[src/rtl/hdpc_pkg.sv]
// Package: register map, field layout and pixel format decoding
package hdpc_pkg;

    // Register byte offsets on the 12-bit decoded window
    localparam int unsigned ADDR_W = 12;
    localparam logic [11:0] OFS_PIXFMT = 12'h010;
    localparam logic [11:0] OFS_POL = 12'h014;
    localparam logic [11:0] OFS_BUDGET = 12'h018;
    localparam logic [11:0] OFS_PKTHDL = 12'h02c;
    localparam logic [11:0] OFS_RDVC = 12'h030;
    localparam logic [11:0] OFS_MODE = 12'h034;
    localparam logic [11:0] OFS_STATUS = 12'h0f0;

    // Field positions
    localparam int unsigned LOOSE_BIT = 8;
    localparam int unsigned CODE_LSB = 0;
    localparam int unsigned POL_DE_BIT = 0;
    localparam int unsigned POL_VS_BIT = 1;
    localparam int unsigned POL_HS_BIT = 2;
    localparam int unsigned POL_SHUTD_BIT = 3;
    localparam int unsigned POL_COLORM_BIT = 4;
    localparam int unsigned BUD_OUT_LSB = 16;
    localparam int unsigned BUD_IN_LSB = 0;
    localparam int unsigned PKT_EOT_TX_BIT = 0;
    localparam int unsigned PKT_EOT_RX_BIT = 1;
    localparam int unsigned PKT_BTA_BIT = 2;
    localparam int unsigned PKT_ECC_BIT = 3;
    localparam int unsigned PKT_CRC_BIT = 4;
    localparam int unsigned MODE_VIDEO_BIT = 0;
    localparam int unsigned ST_PINS_LSB = 0;
    localparam int unsigned ST_SHORT_BIT = 5;
    localparam int unsigned ST_CLASS_LSB = 8;
    localparam int unsigned ST_CFG_LSB = 12;
    localparam int unsigned ST_LOOSE_BIT = 16;

    // Reset values
    localparam logic RST_LOOSE = 1'h0;
    localparam logic [3:0] RST_CODE = 4'h0;
    localparam logic [4:0] RST_POL = 5'h00;
    localparam logic [7:0] RST_BUDGET = 8'h00;
    localparam logic [4:0] RST_PKTHDL = 5'h00;
    localparam logic [1:0] RST_RDVC = 2'h0;
    localparam logic RST_VIDEO = 1'h0;

    // Least outside-region budget that fits the display control commands
    localparam logic [7:0] MIN_OUT_BUDGET = 8'h04;

    // Format codes
    localparam logic [2:0] CODE_18_CFG1 = 3'h3;
    localparam logic [2:0] CODE_18_CFG2 = 3'h4;
    localparam logic [2:0] CODE_24_MIN = 3'h5;

    typedef enum logic [2:0] {
        CLS_16 = 3'b001,
        CLS_18 = 3'b010,
        CLS_24 = 3'b100
    } hdpc_class_e;

    // Colour class from the low three bits of the format code
    function automatic hdpc_class_e code_class(input logic [3:0] code);
        if (code[2:0] >= CODE_24_MIN) begin
            return CLS_24;
        end else if (code[2:0] >= CODE_18_CFG1) begin
            return CLS_18;
        end
        return CLS_16;
    endfunction

    // Configuration number (1..3) within the class, zero for 24-bit
    function automatic logic [1:0] code_config(input logic [3:0] code);
        logic [1:0] cfg;
        cfg = 2'h0;
        case (code[2:0])
            3'h0: cfg = 2'h1;
            3'h1: cfg = 2'h2;
            3'h2: cfg = 2'h3;
            CODE_18_CFG1: cfg = 2'h1;
            CODE_18_CFG2: cfg = 2'h2;
            default: cfg = 2'h0;
        endcase
        return cfg;
    endfunction

endpackage

[src/rtl/hdpc_regs.sv]
// Packet and pixel configuration register bank with AHB-Lite slave
//
// Local design decision: the AHB-Lite slave port.
module hdpc_regs (
    input wire logic hclk,
    input wire logic hresetn,
    input wire logic hsel,
    input wire logic [31:0] haddr,
    input wire logic [1:0] htrans,
    input wire logic hwrite,
    input wire logic [2:0] hsize,
    input wire logic [31:0] hwdata,
    input wire logic hready,
    output logic [31:0] hrdata,
    output logic hreadyout,
    output logic hresp,
    input wire logic dpi_hsync,
    input wire logic dpi_vsync,
    input wire logic dpi_de,
    input wire logic dpi_shutd,
    input wire logic dpi_colorm,
    input wire logic [23:0] dpi_pixel,
    input wire logic dpi_pixel_valid,
    output logic hsync_act,
    output logic vsync_act,
    output logic de_act,
    output logic shutd_act,
    output logic colorm_act,
    output logic [2:0] pixel_class,
    output logic [1:0] pixel_config,
    output logic loose_pack_enable,
    output logic [23:0] video_pixel,
    output logic video_pixel_valid,
    input wire logic vact_region,
    output logic [7:0] lp_budget_outside,
    output logic [7:0] lp_budget_inside,
    output logic [7:0] lp_budget_now,
    input wire logic bta_want,
    output logic bta_request,
    input wire logic tx_end,
    output logic tx_eotp_send,
    input wire logic rx_eotp_seen,
    output logic rx_eotp_accept,
    input wire logic rx_crc_bad,
    output logic crc_error,
    input wire logic rx_ecc_bad,
    input wire logic rx_ecc_fixable,
    output logic ecc_error,
    output logic ecc_correct,
    output logic rx_end_packet_enable,
    output logic tx_end_packet_enable,
    output logic turnaround_request_enable,
    output logic [1:0] readback_vc,
    output logic video_enable
);

    typedef struct packed {
        logic dphase;
        logic dwrite;
        logic [11:0] daddr;
        logic [31:0] rdata;
        logic loose;
        logic [3:0] code;
        logic [4:0] pol;
        logic [7:0] bud_out;
        logic [7:0] bud_in;
        logic [4:0] pkt;
        logic [1:0] vc;
        logic vid_en;
        logic [23:0] pix;
        logic pix_vld;
        logic bta;
        logic eotp_tx;
        logic eotp_rx;
        logic crc_err;
        logic ecc_err;
        logic ecc_fix;
        logic [7:0] bud_now;
    } hdpc_regs_s;

    hdpc_regs_s q;
    hdpc_regs_s d;

    logic [4:0] pins_act;
    logic [2:0] front_class;
    logic [1:0] front_cfg;
    logic front_loose;
    logic [31:0] status_word;
    logic take;

    // Pin polarity and format decoding
    hdpc_dpi_front u_front (
        .hclk(hclk),
        .hresetn(hresetn),
        .pol(q.pol),
        .code(q.code),
        .loose(q.loose),
        .hsync_pin(dpi_hsync),
        .vsync_pin(dpi_vsync),
        .de_pin(dpi_de),
        .shutd_pin(dpi_shutd),
        .colorm_pin(dpi_colorm),
        .pins_act(pins_act),
        .pix_class(front_class),
        .pix_cfg(front_cfg),
        .loose_act(front_loose)
    );

    // Read image of one register word
    function automatic logic [31:0] read_word(input logic [11:0] a,
                                              input hdpc_regs_s s,
                                              input logic [31:0] st);
        logic [31:0] w;
        w = 32'h0000_0000;
        case (a)
            hdpc_pkg::OFS_PIXFMT: begin
                w[hdpc_pkg::LOOSE_BIT] = s.loose;
                w[hdpc_pkg::CODE_LSB +: 4] = s.code;
            end
            hdpc_pkg::OFS_POL: w[4:0] = s.pol;
            hdpc_pkg::OFS_BUDGET: begin
                w[hdpc_pkg::BUD_OUT_LSB +: 8] = s.bud_out;
                w[hdpc_pkg::BUD_IN_LSB +: 8] = s.bud_in;
            end
            hdpc_pkg::OFS_PKTHDL: w[4:0] = s.pkt;
            hdpc_pkg::OFS_RDVC: w[1:0] = s.vc;
            hdpc_pkg::OFS_MODE: w[hdpc_pkg::MODE_VIDEO_BIT] = s.vid_en;
            hdpc_pkg::OFS_STATUS: w = st;
            default: w = 32'h0000_0000;
        endcase
        return w;
    endfunction

    // Status word built from live block state
    always_comb begin
        status_word = 32'h0000_0000;
        status_word[hdpc_pkg::ST_PINS_LSB +: 5] = pins_act;
        status_word[hdpc_pkg::ST_SHORT_BIT] =
            q.bud_out < hdpc_pkg::MIN_OUT_BUDGET;
        status_word[hdpc_pkg::ST_CLASS_LSB +: 3] = front_class;
        status_word[hdpc_pkg::ST_CFG_LSB +: 2] = front_cfg;
        status_word[hdpc_pkg::ST_LOOSE_BIT] = front_loose;
    end

    assign take = hsel && htrans[1] && hready;

    // Bus slave, register writes and gated datapath
    always_comb begin
        d = q;
        // Data phase of a write updates the addressed word
        if (q.dphase && q.dwrite) begin
            case (q.daddr)
                hdpc_pkg::OFS_PIXFMT: begin
                    d.loose = hwdata[hdpc_pkg::LOOSE_BIT];
                    d.code = hwdata[hdpc_pkg::CODE_LSB +: 4];
                end
                hdpc_pkg::OFS_POL: d.pol = hwdata[4:0];
                hdpc_pkg::OFS_BUDGET: begin
                    d.bud_out = hwdata[hdpc_pkg::BUD_OUT_LSB +: 8];
                    d.bud_in = hwdata[hdpc_pkg::BUD_IN_LSB +: 8];
                end
                hdpc_pkg::OFS_PKTHDL: d.pkt = hwdata[4:0];
                hdpc_pkg::OFS_RDVC: d.vc = hwdata[1:0];
                hdpc_pkg::OFS_MODE: d.vid_en =
                    hwdata[hdpc_pkg::MODE_VIDEO_BIT];
                default: d.vid_en = q.vid_en;
            endcase
        end
        // Address phase; a read of a config word sees any write finishing this cycle, the status word does not
        d.dphase = take;
        d.dwrite = take && hwrite;
        d.daddr = take ? haddr[11:0] : q.daddr;
        if (take && !hwrite) begin
            d.rdata = read_word(haddr[11:0], d, status_word);
        end
        // Video passes only in video mode
        d.pix_vld = q.vid_en && dpi_pixel_valid;
        d.pix = (q.vid_en && dpi_pixel_valid) ? dpi_pixel : q.pix;
        // Budget for the current vertical region
        d.bud_now = vact_region ? q.bud_in : q.bud_out;
        d.bta = bta_want && q.pkt[hdpc_pkg::PKT_BTA_BIT];
        d.eotp_tx = tx_end && q.pkt[hdpc_pkg::PKT_EOT_TX_BIT];
        d.eotp_rx = rx_eotp_seen && q.pkt[hdpc_pkg::PKT_EOT_RX_BIT];
        d.crc_err = rx_crc_bad && q.pkt[hdpc_pkg::PKT_CRC_BIT];
        d.ecc_err = rx_ecc_bad && q.pkt[hdpc_pkg::PKT_ECC_BIT];
        d.ecc_fix = rx_ecc_bad && rx_ecc_fixable
            && q.pkt[hdpc_pkg::PKT_ECC_BIT];
    end

    // State register
    always_ff @(posedge hclk or negedge hresetn) begin
        if (!hresetn) begin
            q <= '{dphase: 1'h0, dwrite: 1'h0, daddr: 12'h000,
                   rdata: 32'h0000_0000, loose: hdpc_pkg::RST_LOOSE,
                   code: hdpc_pkg::RST_CODE, pol: hdpc_pkg::RST_POL,
                   bud_out: hdpc_pkg::RST_BUDGET,
                   bud_in: hdpc_pkg::RST_BUDGET,
                   pkt: hdpc_pkg::RST_PKTHDL, vc: hdpc_pkg::RST_RDVC,
                   vid_en: hdpc_pkg::RST_VIDEO, pix: 24'h00_0000,
                   pix_vld: 1'h0, bta: 1'h0, eotp_tx: 1'h0,
                   eotp_rx: 1'h0, crc_err: 1'h0, ecc_err: 1'h0,
                   ecc_fix: 1'h0, bud_now: 8'h00};
        end else begin
            q <= d;
        end
    end

    // Bus answers: zero wait states, always OKAY
    assign hrdata = q.rdata;
    assign hreadyout = 1'b1;
    assign hresp = 1'b0;

    // Normalised pins and decoded format
    assign de_act = pins_act[hdpc_pkg::POL_DE_BIT];
    assign vsync_act = pins_act[hdpc_pkg::POL_VS_BIT];
    assign hsync_act = pins_act[hdpc_pkg::POL_HS_BIT];
    assign shutd_act = pins_act[hdpc_pkg::POL_SHUTD_BIT];
    assign colorm_act = pins_act[hdpc_pkg::POL_COLORM_BIT];
    assign pixel_class = front_class;
    assign pixel_config = front_cfg;
    assign loose_pack_enable = front_loose;

    // Configuration and gated link controls
    assign video_pixel = q.pix;
    assign video_pixel_valid = q.pix_vld;
    assign lp_budget_outside = q.bud_out;
    assign lp_budget_inside = q.bud_in;
    assign lp_budget_now = q.bud_now;
    assign bta_request = q.bta;
    assign tx_eotp_send = q.eotp_tx;
    assign rx_eotp_accept = q.eotp_rx;
    assign crc_error = q.crc_err;
    assign ecc_error = q.ecc_err;
    assign ecc_correct = q.ecc_fix;
    assign rx_end_packet_enable = q.pkt[hdpc_pkg::PKT_EOT_RX_BIT];
    assign tx_end_packet_enable = q.pkt[hdpc_pkg::PKT_EOT_TX_BIT];
    assign turnaround_request_enable = q.pkt[hdpc_pkg::PKT_BTA_BIT];
    assign readback_vc = q.vc;
    assign video_enable = q.vid_en;
endmodule

[src/rtl/hdpc_dpi_front.sv]
// DPI pin polarity normaliser and pixel format decoder
module hdpc_dpi_front (
    input wire logic hclk,
    input wire logic hresetn,
    input wire logic [4:0] pol,
    input wire logic [3:0] code,
    input wire logic loose,
    input wire logic hsync_pin,
    input wire logic vsync_pin,
    input wire logic de_pin,
    input wire logic shutd_pin,
    input wire logic colorm_pin,
    output logic [4:0] pins_act,
    output logic [2:0] pix_class,
    output logic [1:0] pix_cfg,
    output logic loose_act
);

    typedef struct packed {
        logic [4:0] pins;
        logic [2:0] cls;
        logic [1:0] cfg;
        logic loose;
    } hdpc_front_s;

    hdpc_front_s q;
    hdpc_front_s d;

    // Active-high view of each pin, format class decode
    always_comb begin
        d = q;
        d.pins[hdpc_pkg::POL_DE_BIT] = de_pin
            ^ pol[hdpc_pkg::POL_DE_BIT];
        d.pins[hdpc_pkg::POL_VS_BIT] = vsync_pin
            ^ pol[hdpc_pkg::POL_VS_BIT];
        d.pins[hdpc_pkg::POL_HS_BIT] = hsync_pin
            ^ pol[hdpc_pkg::POL_HS_BIT];
        d.pins[hdpc_pkg::POL_SHUTD_BIT] = shutd_pin
            ^ pol[hdpc_pkg::POL_SHUTD_BIT];
        d.pins[hdpc_pkg::POL_COLORM_BIT] = colorm_pin
            ^ pol[hdpc_pkg::POL_COLORM_BIT];
        d.cls = hdpc_pkg::code_class(code);
        d.cfg = hdpc_pkg::code_config(code);
        d.loose = loose
            && (hdpc_pkg::code_class(code) == hdpc_pkg::CLS_18);
    end

    // State register
    always_ff @(posedge hclk or negedge hresetn) begin
        if (!hresetn) begin
            q <= '{pins: 5'h00, cls: 3'h1, cfg: 2'h1, loose: 1'h0};
        end else begin
            q <= d;
        end
    end

    assign pins_act = q.pins;
    assign pix_class = q.cls;
    assign pix_cfg = q.cfg;
    assign loose_act = q.loose;

endmodule

[config.mk]
export PLATFORM = sky130hd
export DESIGN_NAME = hdpc_regs
export DESIGN_NICKNAME = d
export VERILOG_FILES = /design/src/rtl/hdpc_pkg.sv /design/src/rtl/hdpc_regs.sv /design/src/rtl/hdpc_dpi_front.sv
export SDC_FILE = /design/constraint.sdc
export NUM_CORES = 1
export LEC_CHECK = 0
export CAP_MARGIN = 15
export CORE_ASPECT_RATIO = 2
export CORE_MARGIN = 2
export CORE_UTILIZATION = 35
export CTS_BUF_LIST = sky130_fd_sc_hd__clkbuf_2 sky130_fd_sc_hd__clkbuf_4 sky130_fd_sc_hd__clkbuf_8
export DETAILED_ROUTE_END_ITERATION = 12
export DONT_BUFFER_PORTS = 1
export GPL_ROUTABILITY_DRIVEN = 0
export HOLD_SLACK_MARGIN = 0.06
export MAX_ROUTING_LAYER = met4
export PLACE_DENSITY = 0.6
export RECOVER_POWER = 25
export SYNTH_ARGS = -nofsm -noshare
export SYNTH_HDL_FRONTEND = slang
export SYNTH_SLANG_ARGS = --single-unit
[constraint.sdc]
create_clock -name hclk -period 6.1 [get_ports hclk]
set_input_delay 0.915 -clock hclk [delete_from_list [all_inputs] [get_ports hclk]]
set_output_delay 0.915 -clock hclk [all_outputs]
set_load 0.02 [all_outputs]
==> flow_metrics.py, run 1 <==
metrics = {
    "outcome": {
        "outcome": "finished clean",
    },
    "clock_network": {
        "cts_hold_buf": 0,
        "cts_max_path_buffers": 2,
        "cts_setup_buffers": 0,
        "post_cts_resize_count": 0,
        "cts_tree": "yes",
        "clk_latency_ps": 440,
        "root_buffer": "clkbuf_8",
        "clock-sinks": 119,
        "cts_inserted_buffers": 17,
        "cts.htree.levels": 4,
        "cts.clk_slew.worst_paths_ps": 80,
    },
    "synthesis": {
        "synthCells": 429,
        "syn_area_per_cell_sq_um": 12.9,
        "syn-cell-area_sq_um": 5530,
        "yosysTopAreaCellShare": 0.530,
        "synthFlopType": "dfrtp_1",
        "yosysTopAreaCell": "dfrtp_1",
        "synth.area.top_cells": "dfrtp_1, mux2_2, buf_4, a22o_1, nand2_1",
        "synth-async-reset-ratio": 1.00,
        "synth-edff-count": 0,
        "synth-seq-area-share": 0.539,
        "synth_cell_types": 49,
        "ys_ff_latch": 119,
        "yosysWarnings": 0,
    },
    "worst_setup_path": {
        "worstPathMaxFanout": 16,
        "crit_buf_inv": 0,
        "start_kind": "flip-flop",
        "cpPeakStageDelay_ps": 830,
        "crit_required_ps": 6410,
        "cpMaxStageDelayCell": "and4_1",
        "crit_type": "reg -> reg",
        "cp_top_family": "simple AND/OR/NAND/NOR gates",
        "endpoint_kind": "flip-flop",
        "crit_chain": "nor4b_4 > and4_1 > mux2_2 > nor2b_1 > a211oi_1 > a22oi_1",
        "critPathArrivalTime_ps": 3090,
    },
    "worst_hold_path": {
        "hp-class": "in -> async",
    },
    "routing": {
        "via_count": 2961,
        "drtAntennaViolNets": 0,
        "dr.pass1.iters": 5,
        "drt-total-wl_um": 11600,
        "wl_per_cell_um": 20.1,
        "drt_iter0_markers": 132,
        "routed_via_density": 5.12,
        "drc": 0,
    },
    "timing": {
        "whs_ps": 177,
        "fmax_ghz": 0.359,
        "relSlewSlack": 0.333,
        "fin_skew_ps": 16.3,
        "worst_pin_slew_ps": 997,
        "rsz0062_at_grt": "no",
        "setup_violations": 0,
        "finalSetupTns_ps": 0,
        "slew_violations": 0,
        "layout_min_cycle_time_ps": 2790,
        "post-route-period-util": 0.457,
        "hold_viol": 0,
    },
    "grt": {
        "grt_max_degree": 120,
        "gr-total-overflow": 0,
        "grt_pass1_wl_um": 17900,
        "grtUsageTotal": 0.145,
        "grt_pass1_vias": 3071,
        "antenna_found_initial": 0,
    },
    "floorplan": {
        "ios": 217,
        "die_h_um": 182,
        "core_area_sq_um": 15600,
        "initial_core_util": 0.354,
        "placementRows": 65,
        "die_x_um": 92.9,
        "die_area_sq_um": 16900,
    },
    "final_layout": {
        "area_growth_pct": 1.04,
        "seq_area_sq_um": 2980,
        "antenna_cells": 0,
        "multi_input_area_sq_um": 1890,
        "drive_above_1_share": 0.324,
        "nets": 475,
        "fill_cells": 1559,
    },
    "place": {
        "hpwl_um": 8220,
        "io_buffers": 0,
    },
    "pwr": {
        "power_density_nw_per_um2": 330,
        "power_uw": 1840,
        "worst_ir_drop_vdd_uv": 140,
        "power.static_leakage_uw": 0.00247,
    },
    "run": {
        "max_cap_violations": 0,
    },
}
-- worst register-to-register path: cells and delay by family (launching register included) --
kind	cells	cell delay, ps
and+or+nand+nor	3	1360
DFF	1	440
muxes	1	440
AOI/OAI and AO/OA	2	430
-- cells by family after synthesis --
| family | synth area share |
|---|---|
| other | 0.00136 |
| AO/OA/AOI/OAI | 0.0634 |
| AND/OR/NAND/NOR | 0.0962 |
| flip-flops | 0.539 |
| multiplexers | 0.165 |
| buffers and inverters | 0.126 |
| XOR/XNOR | 0.00950 |
-- registers in the layout (all words and copies together) (netlist names), 2 cells and up --
name and cells:
lp_budget_inside 8, u_front.pix_class 3, readback_vc 2, lp_budget_outside 8, hrdata 21, q 26
lp_budget_now 8, u_front.pix_cfg 2, video_pixel 24, u_front.pins_act 5
-- cells in the final DEF, fill, tap and decap left out, drive strengths merged, types with 3 or more instances in the layout --
cell type,instances
conb,13
a22oi,3
inv,6
nor3,3
nor2b,9
a32oi,3
a221o,4
mux2,79
nand4,8
o21a,3
and3,3
a21oi,4
nor4,5
dfrtp,117
a22o,10
clkinv,7
bufinv,4
a32o,4
nand2,18
and2,6
clkbuf,18
nor2,10
o21ai,4
xor2,6
nor4b,3
nand3,6
-- final cells by class --
type | instances | area share
sequential | 119 | 0.533
clock inverter | 14 | 0.0356
multi-input combinational | 222 | 0.339
inverter | 4 | 0.00269
clock buffer | 18 | 0.0443
tap | 201 | 0.0450
-- cell usage after synthesis, types with 3 or more instances --
| library cell | number |
|---|---|
| clkbuf_1 | 7 |
| nor3_1 | 3 |
| a22o_1 | 10 |
| o21ai_0 | 4 |
| a32oi_1 | 3 |
| and3_1 | 3 |
| a22oi_1 | 3 |
| a21oi_1 | 4 |
| nand3_1 | 6 |
| a32o_1 | 4 |
| nor2_1 | 8 |
| o21a_1 | 3 |
| mux2_2 | 76 |
| a221o_1 | 4 |
| buf_4 | 86 |
| nor2b_1 | 9 |
| inv_1 | 4 |
| dfrtp_1 | 117 |
| nand2_1 | 17 |
| and2_1 | 6 |
| mux2_1 | 3 |
| xor2_1 | 6 |
| nand4_1 | 6 |
-- metal layers --
metal,up-vias,wire length (um),global-route usage,part of all wire
li1,1306,-,-,-
met1,1495,4690,0.175,0.40
met2,146,5430,0.211,0.47
met3,14,1250,0.0627,0.11
met4,0,231,0.0641,0.020
met5,-,0,-,0
-- final timing paths --
| path | cells after the start | from | slack, ps | endpoint |
|---|---|---|---|---|
| max reg2reg | 6 | q[110]$_DFFE_PN0P_ | 3310 | hrdata[4]$_DFFE_PN0P_ |
| max in group asynchronous | 0 | hresetn | 5710 | u_front.pix_class[0]$_DFF_PN1_ |
| min | 0 | hresetn | 180 | hrdata[5]$_DFFE_PN0P_ |
| min in group hclk | 1 | q[64]$_DFF_PN0_ | 460 | u_front.pins_act[1]$_DFF_PN0_ |
| max | 6 | q[110]$_DFFE_PN0P_ | 3310 | hrdata[4]$_DFFE_PN0P_ |
| min reg2reg | 1 | q[64]$_DFF_PN0_ | 460 | u_front.pins_act[1]$_DFF_PN0_ |
-- per-stage QoR --
stage	utilization	instance area [sq um]	setup WS, ps	cells
2_1_floorplan	-	5570	3710	440
3_3_place_gp	0.329	5140	3030	546
3_5_place_dp	0.329	5140	2970	546
4_1_cts	0.358	5590	3240	578
5_1_grt	0.358	5590	3070	578
6_report	0.358	5590	3310	578
-- power breakdown --
part           switching, uW  internal [uW]
logic                   40.7           55.5
registers                100            847
clock network            338            460
total                    479           1360
Power figures use the tool's default switching activity.
==> run 2: changes to the inputs <==
Settings changed: ABC_AREA set to 1.
Clock period 6.1 ns to 2.8 ns, I/O delays scaled along.
==> run 2 against run 1 <==
The run now ends with negative hold slack left. Highest routed layer unchanged. Hold slack lost 500 ps. Count of clock-buffer cells in the layout stayed put. Area after synthesis up 6.8%. Global-route usage up 1.0 points. Synthesized cell count rose by 65%. Power is 96% higher. Critical path type unchanged.
==> flow_metrics.py, run 2 <==
metrics = {
    "synthesis": {
        "yosysTopAreaCell": "dfrtp_1",
        "synth_cell_types": 31,
        "yosysMostFrequentCell": "nand2_1",
        "synth-seq-area-share": 0.505,
        "synthCells": 708,
        "syn_area_per_cell_sq_um": 8.34,
        "synth-edff-count": 0,
        "yosysWarnings": 0,
        "yosys-top-cells-count": "nand2_1, dfrtp_1, buf_4",
        "yosysTopAreaCellShare": 0.496,
        "ys_ff_latch": 119,
        "synthFlopType": "dfrtp_1",
        "syn-cell-area_sq_um": 5900,
        "synth.area.top_cells": "dfrtp_1, nand2_1, buf_4, inv_1, nand3_1",
        "synth-async-reset-ratio": 1.00,
    },
    "timing": {
        "fin_skew_ps": 15.0,
        "hold_viol": 119,
        "setup_violations": 0,
        "whs_ps": -320,
        "fmax_ghz": 0.573,
        "post-route-period-util": 0.623,
        "worst_pin_slew_ps": 546,
        "rsz0062_at_grt": "no",
        "relSlewSlack": 0.635,
        "layout_min_cycle_time_ps": 1750,
        "finalSetupTns_ps": 0,
        "slew_violations": 0,
    },
    "pwr": {
        "power.static_leakage_uw": 0.00328,
        "worst_ir_drop_vdd_uv": 275,
        "power_density_nw_per_um2": 597,
        "power_uw": 3610,
    },
    "outcome": {
        "failed_checks": "negative hold slack",
        "outcome": "finished with violations",
    },
    "routing": {
        "wirelength_met1_um": 5620,
        "wl_met2_um": 6060,
        "drt-total-wl_um": 13200,
        "dr.pass1.iters": 4,
        "via_count": 4040,
        "route.met3.wl_um": 1280,
        "drt_iter0_markers": 161,
        "drc": 0,
        "routed_via_density": 4.62,
        "wl_per_cell_um": 15.0,
        "dr.max_layer_used": "met4",
        "drtAntennaViolNets": 0,
    },
    "place": {
        "io_buffers": 0,
        "hpwl_um": 9480,
        "placed_cell_area_sq_um": 5530,
    },
    "grt": {
        "grt_pass1_vias": 4020,
        "grtUsageTotal": 0.155,
        "antenna_found_initial": 0,
        "grt_pass1_wl_um": 20700,
        "grt_max_degree": 120,
        "gr-total-overflow": 0,
    },
    "final_layout": {
        "drive_above_1_share": 0.108,
        "fill_cells": 1745,
        "nets": 766,
        "most-common-layout-cells": "nand2_1, dfrtp_1, inv_1, nand3_1, nor2_1",
        "area_growth_pct": 2.50,
        "antenna_cells": 0,
        "largest_reg_flops": 26,
        "final_util": 0.365,
        "seq_area_sq_um": 2980,
        "multi_input_area_sq_um": 1960,
        "regMostFlops": "q",
        "layout_commonest_cell": "nand2_1",
        "finalInstanceArea_sq_um": 6050,
    },
    "worst_setup_path": {
        "worstReg2RegEnd": "hrdata[1]$_DFFE_PN0P_",
        "ff2ff_path_depth": 12,
        "ff2ff_setup_slack_ps": 1050,
        "critPathArrivalTime_ps": 2070,
        "crit_required_ps": 3120,
        "start_kind": "flip-flop",
        "crit_type": "reg -> reg",
        "endpoint_kind": "flip-flop",
        "r2r_start": "q[118]$_DFF_PN0_",
        "worstPathMaxFanout": 27,
    },
    "floorplan": {
        "ios": 217,
        "die_h_um": 188,
        "initial_core_util": 0.356,
        "die_x_um": 95.8,
        "core_area_sq_um": 16600,
        "die_area_sq_um": 18000,
        "placementRows": 67,
    },
    "clock_network": {
        "cts.htree.levels": 4,
        "root_buffer": "clkbuf_8",
        "cts_max_path_buffers": 2,
        "clock-sinks": 119,
        "cts_tree": "yes",
        "cts_inserted_buffers": 17,
        "cts.clk_slew.worst_paths_ps": 80,
        "cts_hold_buf": 11,
        "clk_latency_ps": 440,
    },
    "worst_hold_path": {
        "hp-class": "in -> async",
    },
    "run": {
        "max_cap_violations": 0,
    },
}
[run 2: metrics by stage]
step / std cells / worst slack, ps
after global placement: 832 / 986
after global routing: 875 / 849
after CTS: 875 / 1030
after floorplan: 719 / 1370
after detailed placement: 832 / 998
final: 875 / 1050
[run 2: cell families after synthesis]
| kind of cell | after synthesis | share of synthesized area |
|---|---|---|
| other | 2 | 0.00127 |
| xor gates and xnor gates | 5 | 0.00742 |
| buffers and inverters | 178 | 0.169 |
| DFF | 119 | 0.505 |
| and+or+nand+nor | 351 | 0.266 |
| AOI/OAI and AO/OA | 53 | 0.0515 |
[run 2: critical path, cell delays in order, from the launching register on]
cell and delay (ps):
dfrtp_1 370, nand2_1 180, inv_1 60, nand2_1 100, nor2_4 70, nand2_4 250, nand2_1 110, nand3_1 100
nand2_1 50, nor2_1 110, nand2_1 60, nand2_1 100, nand2_1 60
[run 2: metal layers]
layer,up-vias,track usage
met4,0,0.0588
met1,1885,0.195
li1,1984,-
met5,-,-
met3,12,0.0510
met2,159,0.232
[run 2: how the worst max path moves through the flow]
stage,from,to,cells past startpoint
3_3_place_gp,haddr[11],hrdata[0]$_DFFE_PN0P_,11
3_5_place_dp,haddr[11],hrdata[0]$_DFFE_PN0P_,11
6_report,q[118]$_DFF_PN0_,hrdata[1]$_DFFE_PN0P_,12
4_1_cts,q[118]$_DFF_PN0_,hrdata[1]$_DFFE_PN0P_,12
5_1_grt,q[106]$_DFFE_PN0P_,hrdata[1]$_DFFE_PN0P_,11
2_1_floorplan,q[114]$_DFFE_PN0P_,hrdata[0]$_DFFE_PN0P_,11
[run 2: where the power goes]
part / switching [uW] / internal (uW)
sequential: 63.5 / 1770
combinational: 121 / 57.9
clock: 769 / 836
total: 954 / 2660
[run 2: final cells by class]
class                   count  area share
clock buffers              18      0.0409
inverters                  81      0.0502
clock inverters            14      0.0269
flip-flops and latches    119       0.493
repair buffers             14      0.0219
well taps                 207      0.0428
multi-input cells         422       0.325
[run 2: timing repair]
item / CTS / global route
gates resized for setup: 0 / 0
endpoints found under the hold margin: 136 / 119
buffers inserted: 0 / 0
endpoints found under the setup margin: 0 / 0
